<file path="src/rtl/error_flags_pkg.sv">
package error_flags_pkg;

  // ==========================================================================
  // Register map
  localparam logic [7:0] FLAGS_OFFSET = 8'h00;
  localparam logic [7:0] CONTROL_OFFSET = 8'h04;
  localparam logic [7:0] LIMITS_OFFSET = 8'h08;
  localparam logic [7:0] STATUS_OFFSET = 8'h0c;

  // ==========================================================================
  // Error flag positions
  localparam int FRAME_LOST_CHAN_B_BIT = 15;
  localparam int FRAME_LOST_CHAN_A_BIT = 14;
  localparam int CTRL_COMMAND_IGNORED_BIT = 13;
  localparam int RX_FIFO_OVERRUN_CHAN_B_BIT = 12;
  localparam int RX_FIFO_OVERRUN_CHAN_A_BIT = 11;
  localparam int BUFFER_SEARCH_OVERRUN_BIT = 10;
  localparam int UNUSED_BUFFER_WRITE_BIT = 9;
  localparam int BUFFER_LOCK_REFUSED_BIT = 8;
  localparam int DOUBLE_TX_LOCK_REFUSED_BIT = 7;
  localparam int SYSTEM_BUS_LATE_BIT = 6;
  localparam int FRAME_IDENT_MISMATCH_BIT = 5;
  localparam int DYNAMIC_LENGTH_ERROR_BIT = 4;
  localparam int STATIC_LENGTH_ERROR_BIT = 3;
  localparam int NETMGMT_LENGTH_ERROR_BIT = 2;
  localparam int NETMGMT_NULL_FRAME_ERROR_BIT = 1;
  localparam int ILLEGAL_MEMORY_ACCESS_BIT = 0;

  // ==========================================================================
  // Field positions
  localparam int IRQ_ENABLE_BIT = 0;
  localparam int MAX_DYN_LSB = 0;
  localparam int STATIC_LEN_LSB = 8;
  localparam int NM_LEN_LSB = 16;
  localparam int LAST_USED_LSB = 24;
  localparam int STATUS_IRQ_BIT = 0;
  localparam int STATUS_SLOT_STOP_BIT = 1;

  // ==========================================================================
  // Reset values
  localparam logic [15:0] FLAGS_RESET = 16'h0000;
  localparam logic IRQ_ENABLE_RESET = 1'b0;
  localparam logic [6:0] MAX_DYN_RESET = 7'h7f;
  localparam logic [6:0] STATIC_LEN_RESET = 7'h00;
  localparam logic [3:0] NM_LEN_RESET = 4'h0;
  localparam logic [6:0] LAST_USED_RESET = 7'h7f;

  // ==========================================================================
  // Bus encodings
  localparam logic [2:0] HSIZE_WORD = 3'h2;
  localparam logic HRESP_OKAY = 1'b0;

  typedef enum logic [1:0] {
    PORT_IDLE = 2'b00,
    PORT_READ_WAIT = 2'b01
  } port_state_t;

endpackage

</file>
<file path="src/rtl/ahb_reg_port.sv">
`timescale 1ns/1ps
`default_nettype none
module ahb_reg_port (
  input wire logic clk,
  input wire logic rst_b,
  input wire logic hsel,
  input wire logic [31:0] haddr,
  input wire logic [1:0] htrans,
  input wire logic hwrite,
  input wire logic [2:0] hsize,
  input wire logic hready,
  input wire logic [31:0] hwdata,
  output logic [31:0] hrdata,
  output logic hreadyout,
  output logic hresp,
  output logic wrEn,
  output logic [7:0] wrAddr,
  output logic [31:0] wrData,
  output logic [7:0] rdAddr,
  input wire logic [31:0] rdData
);
  typedef struct packed {
    error_flags_pkg::port_state_t state;
    logic dataWrite;
    logic [7:0] addr;
    logic readyOut;
    logic respOut;
    logic [31:0] rdOut;
  } port_t;

  port_t portReg;
  port_t portNext;
  logic accept;

  // ==========================================================================
  // Reads take one wait state so a write just ahead is always visible
  assign accept = hsel && htrans[1] && hready && (hsize == error_flags_pkg::HSIZE_WORD);
  assign wrEn = portReg.dataWrite && hready;
  assign wrAddr = portReg.addr;
  assign wrData = hwdata;
  assign rdAddr = portReg.addr;

  always_comb begin
    portNext = portReg;
    portNext.dataWrite = 1'b0;
    portNext.respOut = error_flags_pkg::HRESP_OKAY;
    case (portReg.state)
      error_flags_pkg::PORT_IDLE: begin
        if (accept) begin
          portNext.addr = haddr[7:0];
          if (hwrite) begin
            portNext.dataWrite = 1'b1;
          end else begin
            portNext.state = error_flags_pkg::PORT_READ_WAIT;
            portNext.readyOut = 1'b0;
          end
        end
      end
      error_flags_pkg::PORT_READ_WAIT: begin
        portNext.rdOut = rdData;
        portNext.readyOut = 1'b1;
        portNext.state = error_flags_pkg::PORT_IDLE;
      end
      default: begin
        portNext.state = error_flags_pkg::PORT_IDLE;
        portNext.readyOut = 1'b1;
      end
    endcase
  end

  always_ff @(posedge clk) begin
    if (!rst_b) begin
      portReg <= '{state: error_flags_pkg::PORT_IDLE, dataWrite: 1'b0, addr: 8'h00,
                   readyOut: 1'b1, respOut: error_flags_pkg::HRESP_OKAY, rdOut: 32'h0};
    end else begin
      portReg <= portNext;
    end
  end

  assign hrdata = portReg.rdOut;
  assign hreadyout = portReg.readyOut;
  assign hresp = portReg.respOut;

  a_read_wait: assert property (@(posedge clk) disable iff (!rst_b)
    (portReg.state == error_flags_pkg::PORT_IDLE && accept && !hwrite) |=> !hreadyout ##1 hreadyout)
    else $error("read did not take exactly one wait state");
endmodule
`default_nettype wire

</file>
<file path="src/rtl/error_flag_bank.sv">
`timescale 1ns/1ps
`default_nettype none
module error_flag_bank (
  input wire logic clk,
  input wire logic rst_b,
  input wire logic [15:0] setEvents,
  input wire logic [15:0] clearMask,
  output logic [15:0] flags
);
  typedef struct packed {
    logic [15:0] flags;
  } bank_t;

  bank_t bankReg;
  bank_t bankNext;
  logic [15:0] flagNext;

  // ==========================================================================
  // Per-bit write-one-to-clear, a set in the same cycle wins
  for (genvar i = 0; i < 16; i++) begin : g_flag
    assign flagNext[i] = setEvents[i] | (bankReg.flags[i] & ~clearMask[i]);
  end

  always_comb begin
    bankNext = bankReg;
    bankNext.flags = flagNext;
  end

  always_ff @(posedge clk) begin
    if (!rst_b) begin
      bankReg.flags <= error_flags_pkg::FLAGS_RESET;
    end else begin
      bankReg <= bankNext;
    end
  end

  assign flags = bankReg.flags;

  a_clear_by_one: assert property (@(posedge clk) disable iff (!rst_b)
    1'b1 |=> ((flags & $past(clearMask) & ~$past(setEvents)) == 16'h0000))
    else $error("flag written with one was not cleared");
  a_zero_keeps: assert property (@(posedge clk) disable iff (!rst_b)
    1'b1 |=> ((~flags & $past(flags) & ~$past(clearMask)) == 16'h0000))
    else $error("flag dropped without a one written");
  a_set_wins: assert property (@(posedge clk) disable iff (!rst_b)
    1'b1 |=> ((flags & $past(setEvents)) == $past(setEvents)))
    else $error("hardware set lost against clear");
  a_reset_clear: assert property (@(posedge clk)
    !rst_b |=> flags == 16'h0000)
    else $error("flags not zero after reset");
endmodule
`default_nettype wire

</file>
<file path="src/rtl/host_interface_error_flags.sv">
// What this block does
// Writing one to a flag bit clears that flag.
// Writing zero to a flag bit leaves it unchanged.
// Hardware set and software clear together leave the flag set.
// Interrupt from all flags is gated by one host interface enable.
// Bits 15/14 set when a frame hits a software-locked buffer; frame dropped.
// Bit 13 set and command dropped when written while command pending.
// Bits 12/11 set when an accepted frame meets a full receive FIFO.
// Bit 10 set when a buffer search must start while one still runs.
// Buffer control write above last used index ignored, bit 9 set.
// Lock on an internally held buffer refused, bit 8 set.
// Software repeats a refused lock request if it still needs the buffer.
// Lock of a double buffer's transmit side refused, bit 7 set.
// Bit 6 set when a system bus access completes late.
// Late write loses data; late read stops transmit until next slot.
// Bit 5 set when header frame identifier differs from control identifier.
// Bit 4 set when dynamic transmit payload length exceeds the maximum.
// Bit 3 set when static transmit payload length differs from configured.
// Bit 2 set when static receive payload is shorter than vector length.
// Bit 1 set, vector not updated, for static frame with preamble and null.
// Bit 0 set when the memory subsystem flags an illegal access.
// All sixteen flags are zero after reset.
//
// Chosen here: the AHB-Lite interface to the registers and the register addresses.
`timescale 1ns/1ps
`default_nettype none
module host_interface_error_flags (
  input wire logic clk,
  input wire logic rst_b,
  input wire logic hsel,
  input wire logic [31:0] haddr,
  input wire logic [1:0] htrans,
  input wire logic hwrite,
  input wire logic [2:0] hsize,
  input wire logic hready,
  input wire logic [31:0] hwdata,
  output logic [31:0] hrdata,
  output logic hreadyout,
  output logic hresp,
  input wire logic [1:0] frameDone,
  input wire logic [1:0] bufferLocked,
  input wire logic [1:0] fifoAppendReq,
  input wire logic [1:0] fifoFull,
  input wire logic commandWrite,
  input wire logic commandPending,
  input wire logic searchStart,
  input wire logic searchRunning,
  input wire logic bufCtrlWrite,
  input wire logic [6:0] bufCtrlIndex,
  input wire logic lockRequest,
  input wire logic lockHeldInternal,
  input wire logic lockTxSideDouble,
  input wire logic busLate,
  input wire logic busLateWrite,
  input wire logic slotStart,
  input wire logic idCheck,
  input wire logic [10:0] headerFrameId,
  input wire logic [10:0] ctrlFrameId,
  input wire logic txHeaderCheck,
  input wire logic txDynamic,
  input wire logic [6:0] txPayloadLength,
  input wire logic rxStaticCheck,
  input wire logic [6:0] rxPayloadLength,
  input wire logic rxPreamble,
  input wire logic rxNullFrame,
  input wire logic illegalAccess,
  output logic [15:0] errorFlags,
  output logic hostIfIrq,
  output logic [1:0] frameStore,
  output logic [1:0] fifoPush,
  output logic commandAccept,
  output logic bufCtrlWriteAccept,
  output logic lockGrant,
  output logic lateWriteDrop,
  output logic txSlotStop,
  output logic nmUpdate
);
  typedef struct packed {
    logic irqEnable;
    logic [6:0] maxDynLen;
    logic [6:0] staticLen;
    logic [3:0] nmLen;
    logic [6:0] lastUsed;
    logic irq;
    logic [1:0] frameStore;
    logic [1:0] fifoPush;
    logic commandAccept;
    logic bufCtrlWriteAccept;
    logic lockGrant;
    logic lateWriteDrop;
    logic txSlotStop;
    logic nmUpdate;
  } core_t;

  core_t coreReg;
  core_t coreNext;
  logic wrEn;
  logic [7:0] wrAddr;
  logic [31:0] wrData;
  logic [7:0] rdAddr;
  logic [31:0] rdData;
  logic [15:0] setEvents;
  logic [15:0] clearMask;
  logic [7:0] rxLenBytes;

  // ==========================================================================
  // Bus port
  ahb_reg_port u_port (
    .clk(clk),
    .rst_b(rst_b),
    .hsel(hsel),
    .haddr(haddr),
    .htrans(htrans),
    .hwrite(hwrite),
    .hsize(hsize),
    .hready(hready),
    .hwdata(hwdata),
    .hrdata(hrdata),
    .hreadyout(hreadyout),
    .hresp(hresp),
    .wrEn(wrEn),
    .wrAddr(wrAddr),
    .wrData(wrData),
    .rdAddr(rdAddr),
    .rdData(rdData)
  );

  // ==========================================================================
  // Event detection
  // Payload length counts two-byte words, vector length counts bytes
  assign rxLenBytes = {rxPayloadLength, 1'b0};

  always_comb begin
    setEvents = 16'h0000;
    setEvents[error_flags_pkg::FRAME_LOST_CHAN_B_BIT] = frameDone[1] & bufferLocked[1];
    setEvents[error_flags_pkg::FRAME_LOST_CHAN_A_BIT] = frameDone[0] & bufferLocked[0];
    setEvents[error_flags_pkg::CTRL_COMMAND_IGNORED_BIT] = commandWrite & commandPending;
    setEvents[error_flags_pkg::RX_FIFO_OVERRUN_CHAN_B_BIT] = fifoAppendReq[1] & fifoFull[1];
    setEvents[error_flags_pkg::RX_FIFO_OVERRUN_CHAN_A_BIT] = fifoAppendReq[0] & fifoFull[0];
    setEvents[error_flags_pkg::BUFFER_SEARCH_OVERRUN_BIT] = searchStart & searchRunning;
    setEvents[error_flags_pkg::UNUSED_BUFFER_WRITE_BIT] =
      bufCtrlWrite & (bufCtrlIndex > coreReg.lastUsed);
    setEvents[error_flags_pkg::BUFFER_LOCK_REFUSED_BIT] = lockRequest & lockHeldInternal;
    setEvents[error_flags_pkg::DOUBLE_TX_LOCK_REFUSED_BIT] = lockRequest & lockTxSideDouble;
    setEvents[error_flags_pkg::SYSTEM_BUS_LATE_BIT] = busLate;
    setEvents[error_flags_pkg::FRAME_IDENT_MISMATCH_BIT] =
      idCheck & (headerFrameId != ctrlFrameId);
    setEvents[error_flags_pkg::DYNAMIC_LENGTH_ERROR_BIT] =
      txHeaderCheck & txDynamic & (txPayloadLength > coreReg.maxDynLen);
    setEvents[error_flags_pkg::STATIC_LENGTH_ERROR_BIT] =
      txHeaderCheck & ~txDynamic & (txPayloadLength != coreReg.staticLen);
    setEvents[error_flags_pkg::NETMGMT_LENGTH_ERROR_BIT] =
      rxStaticCheck & (rxLenBytes < {4'h0, coreReg.nmLen});
    setEvents[error_flags_pkg::NETMGMT_NULL_FRAME_ERROR_BIT] =
      rxStaticCheck & rxPreamble & rxNullFrame;
    setEvents[error_flags_pkg::ILLEGAL_MEMORY_ACCESS_BIT] = illegalAccess;
  end

  assign clearMask = (wrEn && wrAddr == error_flags_pkg::FLAGS_OFFSET) ? wrData[15:0] : 16'h0000;

  error_flag_bank u_bank (
    .clk(clk),
    .rst_b(rst_b),
    .setEvents(setEvents),
    .clearMask(clearMask),
    .flags(errorFlags)
  );

  // ==========================================================================
  // Read mux, unmapped words read as zero
  always_comb begin
    rdData = 32'h0000_0000;
    case (rdAddr)
      error_flags_pkg::FLAGS_OFFSET: begin
        rdData[15:0] = errorFlags;
      end
      error_flags_pkg::CONTROL_OFFSET: begin
        rdData[error_flags_pkg::IRQ_ENABLE_BIT] = coreReg.irqEnable;
      end
      error_flags_pkg::LIMITS_OFFSET: begin
        rdData[error_flags_pkg::MAX_DYN_LSB +: 7] = coreReg.maxDynLen;
        rdData[error_flags_pkg::STATIC_LEN_LSB +: 7] = coreReg.staticLen;
        rdData[error_flags_pkg::NM_LEN_LSB +: 4] = coreReg.nmLen;
        rdData[error_flags_pkg::LAST_USED_LSB +: 7] = coreReg.lastUsed;
      end
      error_flags_pkg::STATUS_OFFSET: begin
        rdData[error_flags_pkg::STATUS_IRQ_BIT] = coreReg.irq;
        rdData[error_flags_pkg::STATUS_SLOT_STOP_BIT] = coreReg.txSlotStop;
      end
      default: begin
        rdData = 32'h0000_0000;
      end
    endcase
  end

  // ==========================================================================
  // Configuration and grant logic
  always_comb begin
    coreNext = coreReg;
    if (wrEn && wrAddr == error_flags_pkg::CONTROL_OFFSET) begin
      coreNext.irqEnable = wrData[error_flags_pkg::IRQ_ENABLE_BIT];
    end
    if (wrEn && wrAddr == error_flags_pkg::LIMITS_OFFSET) begin
      coreNext.maxDynLen = wrData[error_flags_pkg::MAX_DYN_LSB +: 7];
      coreNext.staticLen = wrData[error_flags_pkg::STATIC_LEN_LSB +: 7];
      coreNext.nmLen = wrData[error_flags_pkg::NM_LEN_LSB +: 4];
      coreNext.lastUsed = wrData[error_flags_pkg::LAST_USED_LSB +: 7];
    end
    // Irq trails the flags by one cycle so it stays a clean flop output
    coreNext.irq = coreReg.irqEnable & (|errorFlags);
    coreNext.frameStore = frameDone & ~bufferLocked;
    coreNext.fifoPush = fifoAppendReq & ~fifoFull;
    coreNext.commandAccept = commandWrite & ~commandPending;
    coreNext.bufCtrlWriteAccept = bufCtrlWrite & (bufCtrlIndex <= coreReg.lastUsed);
    // A refused lock is not queued; software has to ask again
    coreNext.lockGrant = lockRequest & ~lockHeldInternal & ~lockTxSideDouble;
    coreNext.lateWriteDrop = busLate & busLateWrite;
    // A late read in the new slot's first cycle wins over the resume
    if (busLate && !busLateWrite) begin
      coreNext.txSlotStop = 1'b1;
    end else if (slotStart) begin
      coreNext.txSlotStop = 1'b0;
    end
    // Short vectors still update; null frames never do
    coreNext.nmUpdate = rxStaticCheck & rxPreamble & ~rxNullFrame;
  end

  always_ff @(posedge clk) begin
    if (!rst_b) begin
      coreReg <= '{irqEnable: error_flags_pkg::IRQ_ENABLE_RESET,
                   maxDynLen: error_flags_pkg::MAX_DYN_RESET,
                   staticLen: error_flags_pkg::STATIC_LEN_RESET,
                   nmLen: error_flags_pkg::NM_LEN_RESET,
                   lastUsed: error_flags_pkg::LAST_USED_RESET,
                   default: '0};
    end else begin
      coreReg <= coreNext;
    end
  end

  assign hostIfIrq = coreReg.irq;
  assign frameStore = coreReg.frameStore;
  assign fifoPush = coreReg.fifoPush;
  assign commandAccept = coreReg.commandAccept;
  assign bufCtrlWriteAccept = coreReg.bufCtrlWriteAccept;
  assign lockGrant = coreReg.lockGrant;
  assign lateWriteDrop = coreReg.lateWriteDrop;
  assign txSlotStop = coreReg.txSlotStop;
  assign nmUpdate = coreReg.nmUpdate;

  // ==========================================================================
  // Checks
  a_irq_gate: assert property (@(posedge clk) disable iff (!rst_b)
    (coreReg.irqEnable && errorFlags != 16'h0000) |=> hostIfIrq)
    else $error("enabled flag did not raise irq");
  a_irq_masked: assert property (@(posedge clk) disable iff (!rst_b)
    !coreReg.irqEnable |=> !hostIfIrq)
    else $error("irq raised while disabled");
  a_frame_lost: assert property (@(posedge clk) disable iff (!rst_b)
    (frameDone[1] && bufferLocked[1]) |=> errorFlags[15] && !frameStore[1])
    else $error("locked buffer frame not flagged or stored");
  a_cmd_ignored: assert property (@(posedge clk) disable iff (!rst_b)
    (commandWrite && commandPending) |=> errorFlags[13] && !commandAccept)
    else $error("command during pending not ignored");
  a_fifo_overrun: assert property (@(posedge clk) disable iff (!rst_b)
    (fifoAppendReq[0] && fifoFull[0]) |=> errorFlags[11] && !fifoPush[0])
    else $error("fifo overrun on channel a missed");
  a_search_overrun: assert property (@(posedge clk) disable iff (!rst_b)
    (searchStart && searchRunning) |=> errorFlags[10])
    else $error("search overrun not flagged");
  a_unused_write: assert property (@(posedge clk) disable iff (!rst_b)
    (bufCtrlWrite && bufCtrlIndex > coreReg.lastUsed) |=> errorFlags[9] && !bufCtrlWriteAccept)
    else $error("write beyond last used buffer accepted");
  a_lock_refused: assert property (@(posedge clk) disable iff (!rst_b)
    (lockRequest && lockHeldInternal) |=> errorFlags[8] && !lockGrant)
    else $error("lock on held buffer granted");
  a_double_lock: assert property (@(posedge clk) disable iff (!rst_b)
    (lockRequest && lockTxSideDouble) |=> errorFlags[7] && !lockGrant)
    else $error("double buffer transmit lock granted");
  a_bus_late: assert property (@(posedge clk) disable iff (!rst_b)
    busLate |=> errorFlags[6] && (lateWriteDrop == $past(busLateWrite)))
    else $error("late bus access mishandled");
  a_slot_stop: assert property (@(posedge clk) disable iff (!rst_b)
    ((busLate && !busLateWrite) || (txSlotStop && !slotStart)) |=> txSlotStop)
    else $error("transmit stop not held until slot start");
  a_slot_resume: assert property (@(posedge clk) disable iff (!rst_b)
    (slotStart && !busLate) |=> !txSlotStop)
    else $error("transmit not resumed at slot start");
  a_ident_check: assert property (@(posedge clk) disable iff (!rst_b)
    (idCheck && headerFrameId != ctrlFrameId) |=> errorFlags[5])
    else $error("frame identifier mismatch missed");
  a_dyn_length: assert property (@(posedge clk) disable iff (!rst_b)
    (txHeaderCheck && txDynamic && txPayloadLength > coreReg.maxDynLen) |=> errorFlags[4])
    else $error("dynamic length error missed");
  a_static_length: assert property (@(posedge clk) disable iff (!rst_b)
    (txHeaderCheck && !txDynamic && txPayloadLength != coreReg.staticLen) |=> errorFlags[3])
    else $error("static length error missed");
  a_nm_length: assert property (@(posedge clk) disable iff (!rst_b)
    (rxStaticCheck && rxPreamble && !rxNullFrame && rxLenBytes < {4'h0, coreReg.nmLen})
      |=> errorFlags[2] && nmUpdate)
    else $error("short vector not flagged or not used");
  a_nm_null: assert property (@(posedge clk) disable iff (!rst_b)
    (rxStaticCheck && rxPreamble && rxNullFrame) |=> errorFlags[1] && !nmUpdate)
    else $error("null frame updated vector");
  a_illegal_access: assert property (@(posedge clk) disable iff (!rst_b)
    illegalAccess |=> errorFlags[0])
    else $error("illegal access not flagged");
endmodule
`default_nettype wire

</file>
<file path="config.mk">
export PLATFORM = sky130hd
export DESIGN_NAME = host_interface_error_flags
export DESIGN_NICKNAME = d
export VERILOG_FILES = /design/src/rtl/error_flags_pkg.sv /design/src/rtl/ahb_reg_port.sv /design/src/rtl/error_flag_bank.sv /design/src/rtl/host_interface_error_flags.sv
export SDC_FILE = /design/constraint.sdc
export NUM_CORES = 1
export LEC_CHECK = 0
export BUFFER_PORTS_ARGS = -buffer_cell sky130_fd_sc_hd__buf_2
export CAP_MARGIN = 40
export CORE_MARGIN = 3
export CORE_UTILIZATION = 42
export CTS_CLUSTER_SIZE = 10
export DETAILED_ROUTE_END_ITERATION = 10
export PLACE_DENSITY = 0.76
export SLEW_MARGIN = 10
export SYNTH_ARGS = -nofsm -noshare
export SYNTH_HDL_FRONTEND = slang
export SYNTH_SLANG_ARGS = --single-unit
</file>
<file path="constraint.sdc">
create_clock -name clk -period 1.6 [get_ports clk]
set_clock_uncertainty 0.15 [all_clocks]
set_input_delay 0.08 -clock clk [delete_from_list [all_inputs] [get_ports clk]]
set_output_delay 0.08 -clock clk [all_outputs]
set_load 0.01 [all_outputs]
</file>
==> flow_summary.json <==
{
  "status": "complete, but fails checks",
  "violations": "negative setup slack",
  "ir_worst_vdd_uv": 682,
  "final_common_cell": "buf_2",
  "drtIter0Drc": 286,
  "ys_seq_elements": 91,
  "hold_path.class": "input pin to register",
  "fp-row-count": 36,
  "post-route-drc-count": 0,
  "num_vias": 4575,
  "synth.avg_cell_area_um2": 9.04,
  "cp-end-kind": "register",
  "critical_path_required_ns": 1.75,
  "port_buffers": 167,
  "ant_nets": 0,
  "leakagePower_nw": 2.98,
  "numCtsBuffers": 9,
  "synth-seq-area-share_pct": 42.3,
  "routed_wl_mm": 15.6,
  "synthFlopType": "dfxtp_1",
  "p_clk_share_pct": 37.0,
  "synthesis.area_um2": 4300,
  "via_per_inst": 5.38,
  "placed_area_um2": 5120,
  "clkTransAtPathRegs_ns": 0.10,
  "nets": 870,
  "p_switching_mw": 1.21,
  "rsz0062_at_grt": "yes",
  "p_per_area_nw_per_um2": 734,
  "p_int_mw": 3.60,
  "post_drt_wl_per_cell_um": 18.3,
  "drv_slew": 0,
  "seqPwrFrac_pct": 48.8,
  "antenna_found_initial": 2,
  "cp_slowest_cell": "dfxtp_2",
  "start_kind": "register",
  "synth-async-reset-ratio_pct": 0,
  "cts_max_level": 3,
  "fmax_ghz": 0.561,
  "finalWorstSetupSlack_ns": -0.183,
  "synth_edf_count": 0,
  "grt_pass1_vias": 4640,
  "grt_max_degree": 27,
  "overflow": 0,
  "drv_cap": 0,
  "hold_viol": 0,
  "track_usage_pct": 25.6,
  "yosysWarnings": 0,
  "fillers": 738,
  "post-route-min-period_ns": 1.78,
  "path_class": "register to register",
  "drt_pass1_iterations": 5,
  "power_frac_comb_pct": 14.2,
  "finish.instance_area_um2": 6550,
  "grt_first_pass_wirelength_mm": 22.9,
  "cts.path.max_buffers": 2,
  "clock-root-buffer": "clkbuf_8",
  "crit_chain": "nor4_4 -> buf_4 -> and4_4 -> buf_8 -> nand2_2 -> a21oi_2",
  "yosysUniqueCellTypes": 57,
  "fin_crit_sh_pct": 111,
  "initial_core_util_pct": 43.6,
  "fp.dieH_um": 107,
  "cp_data_arrival_time_ns": 1.93,
  "netlist_instances": 476,
  "drive_above_1_share_pct": 39.0,
  "swShare_pct": 25.1,
  "fin_util_pct": 66.4,
  "gp_congestion": 0.959,
  "pin_count": 204,
  "numClockSinks": 91,
  "dp_hpwl_mm": 9.77,
  "fp.dieW_um": 107,
  "clk_latency_ns": 0.36,
  "final_cell_mix": "166 x buf_2, 84 x dfxtp_1, 82 x dlygate4sd3_1",
  "max_stage_delay_ns": 0.35,
  "design.die.area_um2": 11500,
  "finalSetupViolations": 52,
  "core_um2": 9860,
  "crit_path_max_fanout": 7,
  "synthToLayoutAreaGrowth_pct": 52.1,
  "cts_tree": "yes"
}
-- synthesized netlist by cell type (8+ instances only) --
cell,number,area share (%)
a21oi_1,20,2.3
a22o_1,11,2.2
a22oi_1,13,2.3
buf_4,41,7.2
clkbuf_1,12,1.0
dfxtp_1,91,42
ha_1,17,4.9
inv_1,23,2.0
mux2i_1,11,2.6
nand2_1,72,6.3
nand3_1,10,1.2
nor2_1,21,1.8
nor4_1,8,1.2
o211ai_1,12,2.1
o21ai_0,15,1.7
xor2_1,15,3.1
-- layout make-up --
class / count / area, um2 / area share (%)
inverters: 24 / 90.1 / 1.38
clock inverters: 6 / 87.6 / 1.34
clock buffers: 10 / 138 / 2.10
flip-flops and latches: 91 / 1830 / 28.0
well taps: 133 / 166 / 2.54
multi-input cells: 305 / 2230 / 34.1
repair buffers: 279 / 2000 / 30.5
diodes: 2 / 5.00 / 0.0764
-- final timing paths --
check	start	end	slack, ns	depth (start not counted)
setup / recovery	u_port.rdAddr[4]	coreReg[25]	-0.18	6
hold / removal	rst_b	u_bank.flags[2]	0.03	2
setup reg to reg	u_port.rdAddr[4]	coreReg[25]	-0.18	6
hold reg to reg	u_port.hreadyout	u_port.hreadyout	0.30	2
-- what timing repair did --
action	CTS	global route
setup buffers	1	1
gates cloned	1	4
hold buffers	82	0
setup endpoints to repair	62	65
pin swaps	19	18
gates resized for setup	32	47
hold endpoints to repair	63	0
-- state kept, by name, indices dropped and copies added (netlist names), 2 cells and up --
name and cells:
coreReg 26, fifoPush 2, frameStore 2, u_bank.flags 16, u_port.hrdata 27, u_port.portReg 2, u_port.rdAddr 8
-- critical path: cells and delay by family, from the launching register on --
kind	cells	cell delay, ns
DFF	1	0.35
buffers and inverters	2	0.36
AOI/OAI and AO/OA	1	0.13
and+or+nand+nor	3	0.71
-- power by group through the flow --
stage          clock network, mW  registers (mW)  logic (mW)
3_5_place_dp                   0            2.39       0.480
2_1_floorplan                  0            2.40       0.208
4_1_cts                     1.80            2.34       0.639
6_report                    1.78            2.34       0.681
3_3_place_gp                   0            2.39       0.466
5_1_grt                     1.89            2.35       0.731
-- per-stage QoR --
| stage | std cells | TNS [ns] | hold WS (ns) | power [mW] | setup WS (ns) |
|---|---|---|---|---|---|
| floorplan | 481 | -0.217 | 0.00197 | 2.60 | -0.0344 |
| global placement | 743 | -1.55 | 0.107 | 2.86 | -0.0740 |
| detailed placement | 743 | -3.32 | 0.114 | 2.88 | -0.140 |
| CTS | 843 | -4.26 | 0.0576 | 4.78 | -0.117 |
| global route | 850 | -7.76 | 0.0163 | 4.97 | -0.220 |
| finish | 850 | -5.70 | 0.0273 | 4.80 | -0.183 |
-- routing by layer --
layer / global-route usage (%) / wire length [um] / vias to the layer above
met3: 4.70 / 1450 / 64
met2: 44.1 / 7540 / 286
met4: 11.4 / 753 / 0
li1: - / - / 2103
met5: 0 / 0 / -
met1: 31.1 / 5830 / 2122
-- cell families after synthesis --
logic type / after synthesis / share of synthesized area [%]
and+or+nand+nor: 144 / 16.6
AOI/OAI and AO/OA: 108 / 17.7
DFF: 91 / 42.3
buffers and inverters: 86 / 12.1
xor gates and xnor gates: 18 / 3.66
adders and majority gates: 17 / 4.94
muxes: 11 / 2.56
other: 1 / 0.0871
(Power assumes the default switching activity.)
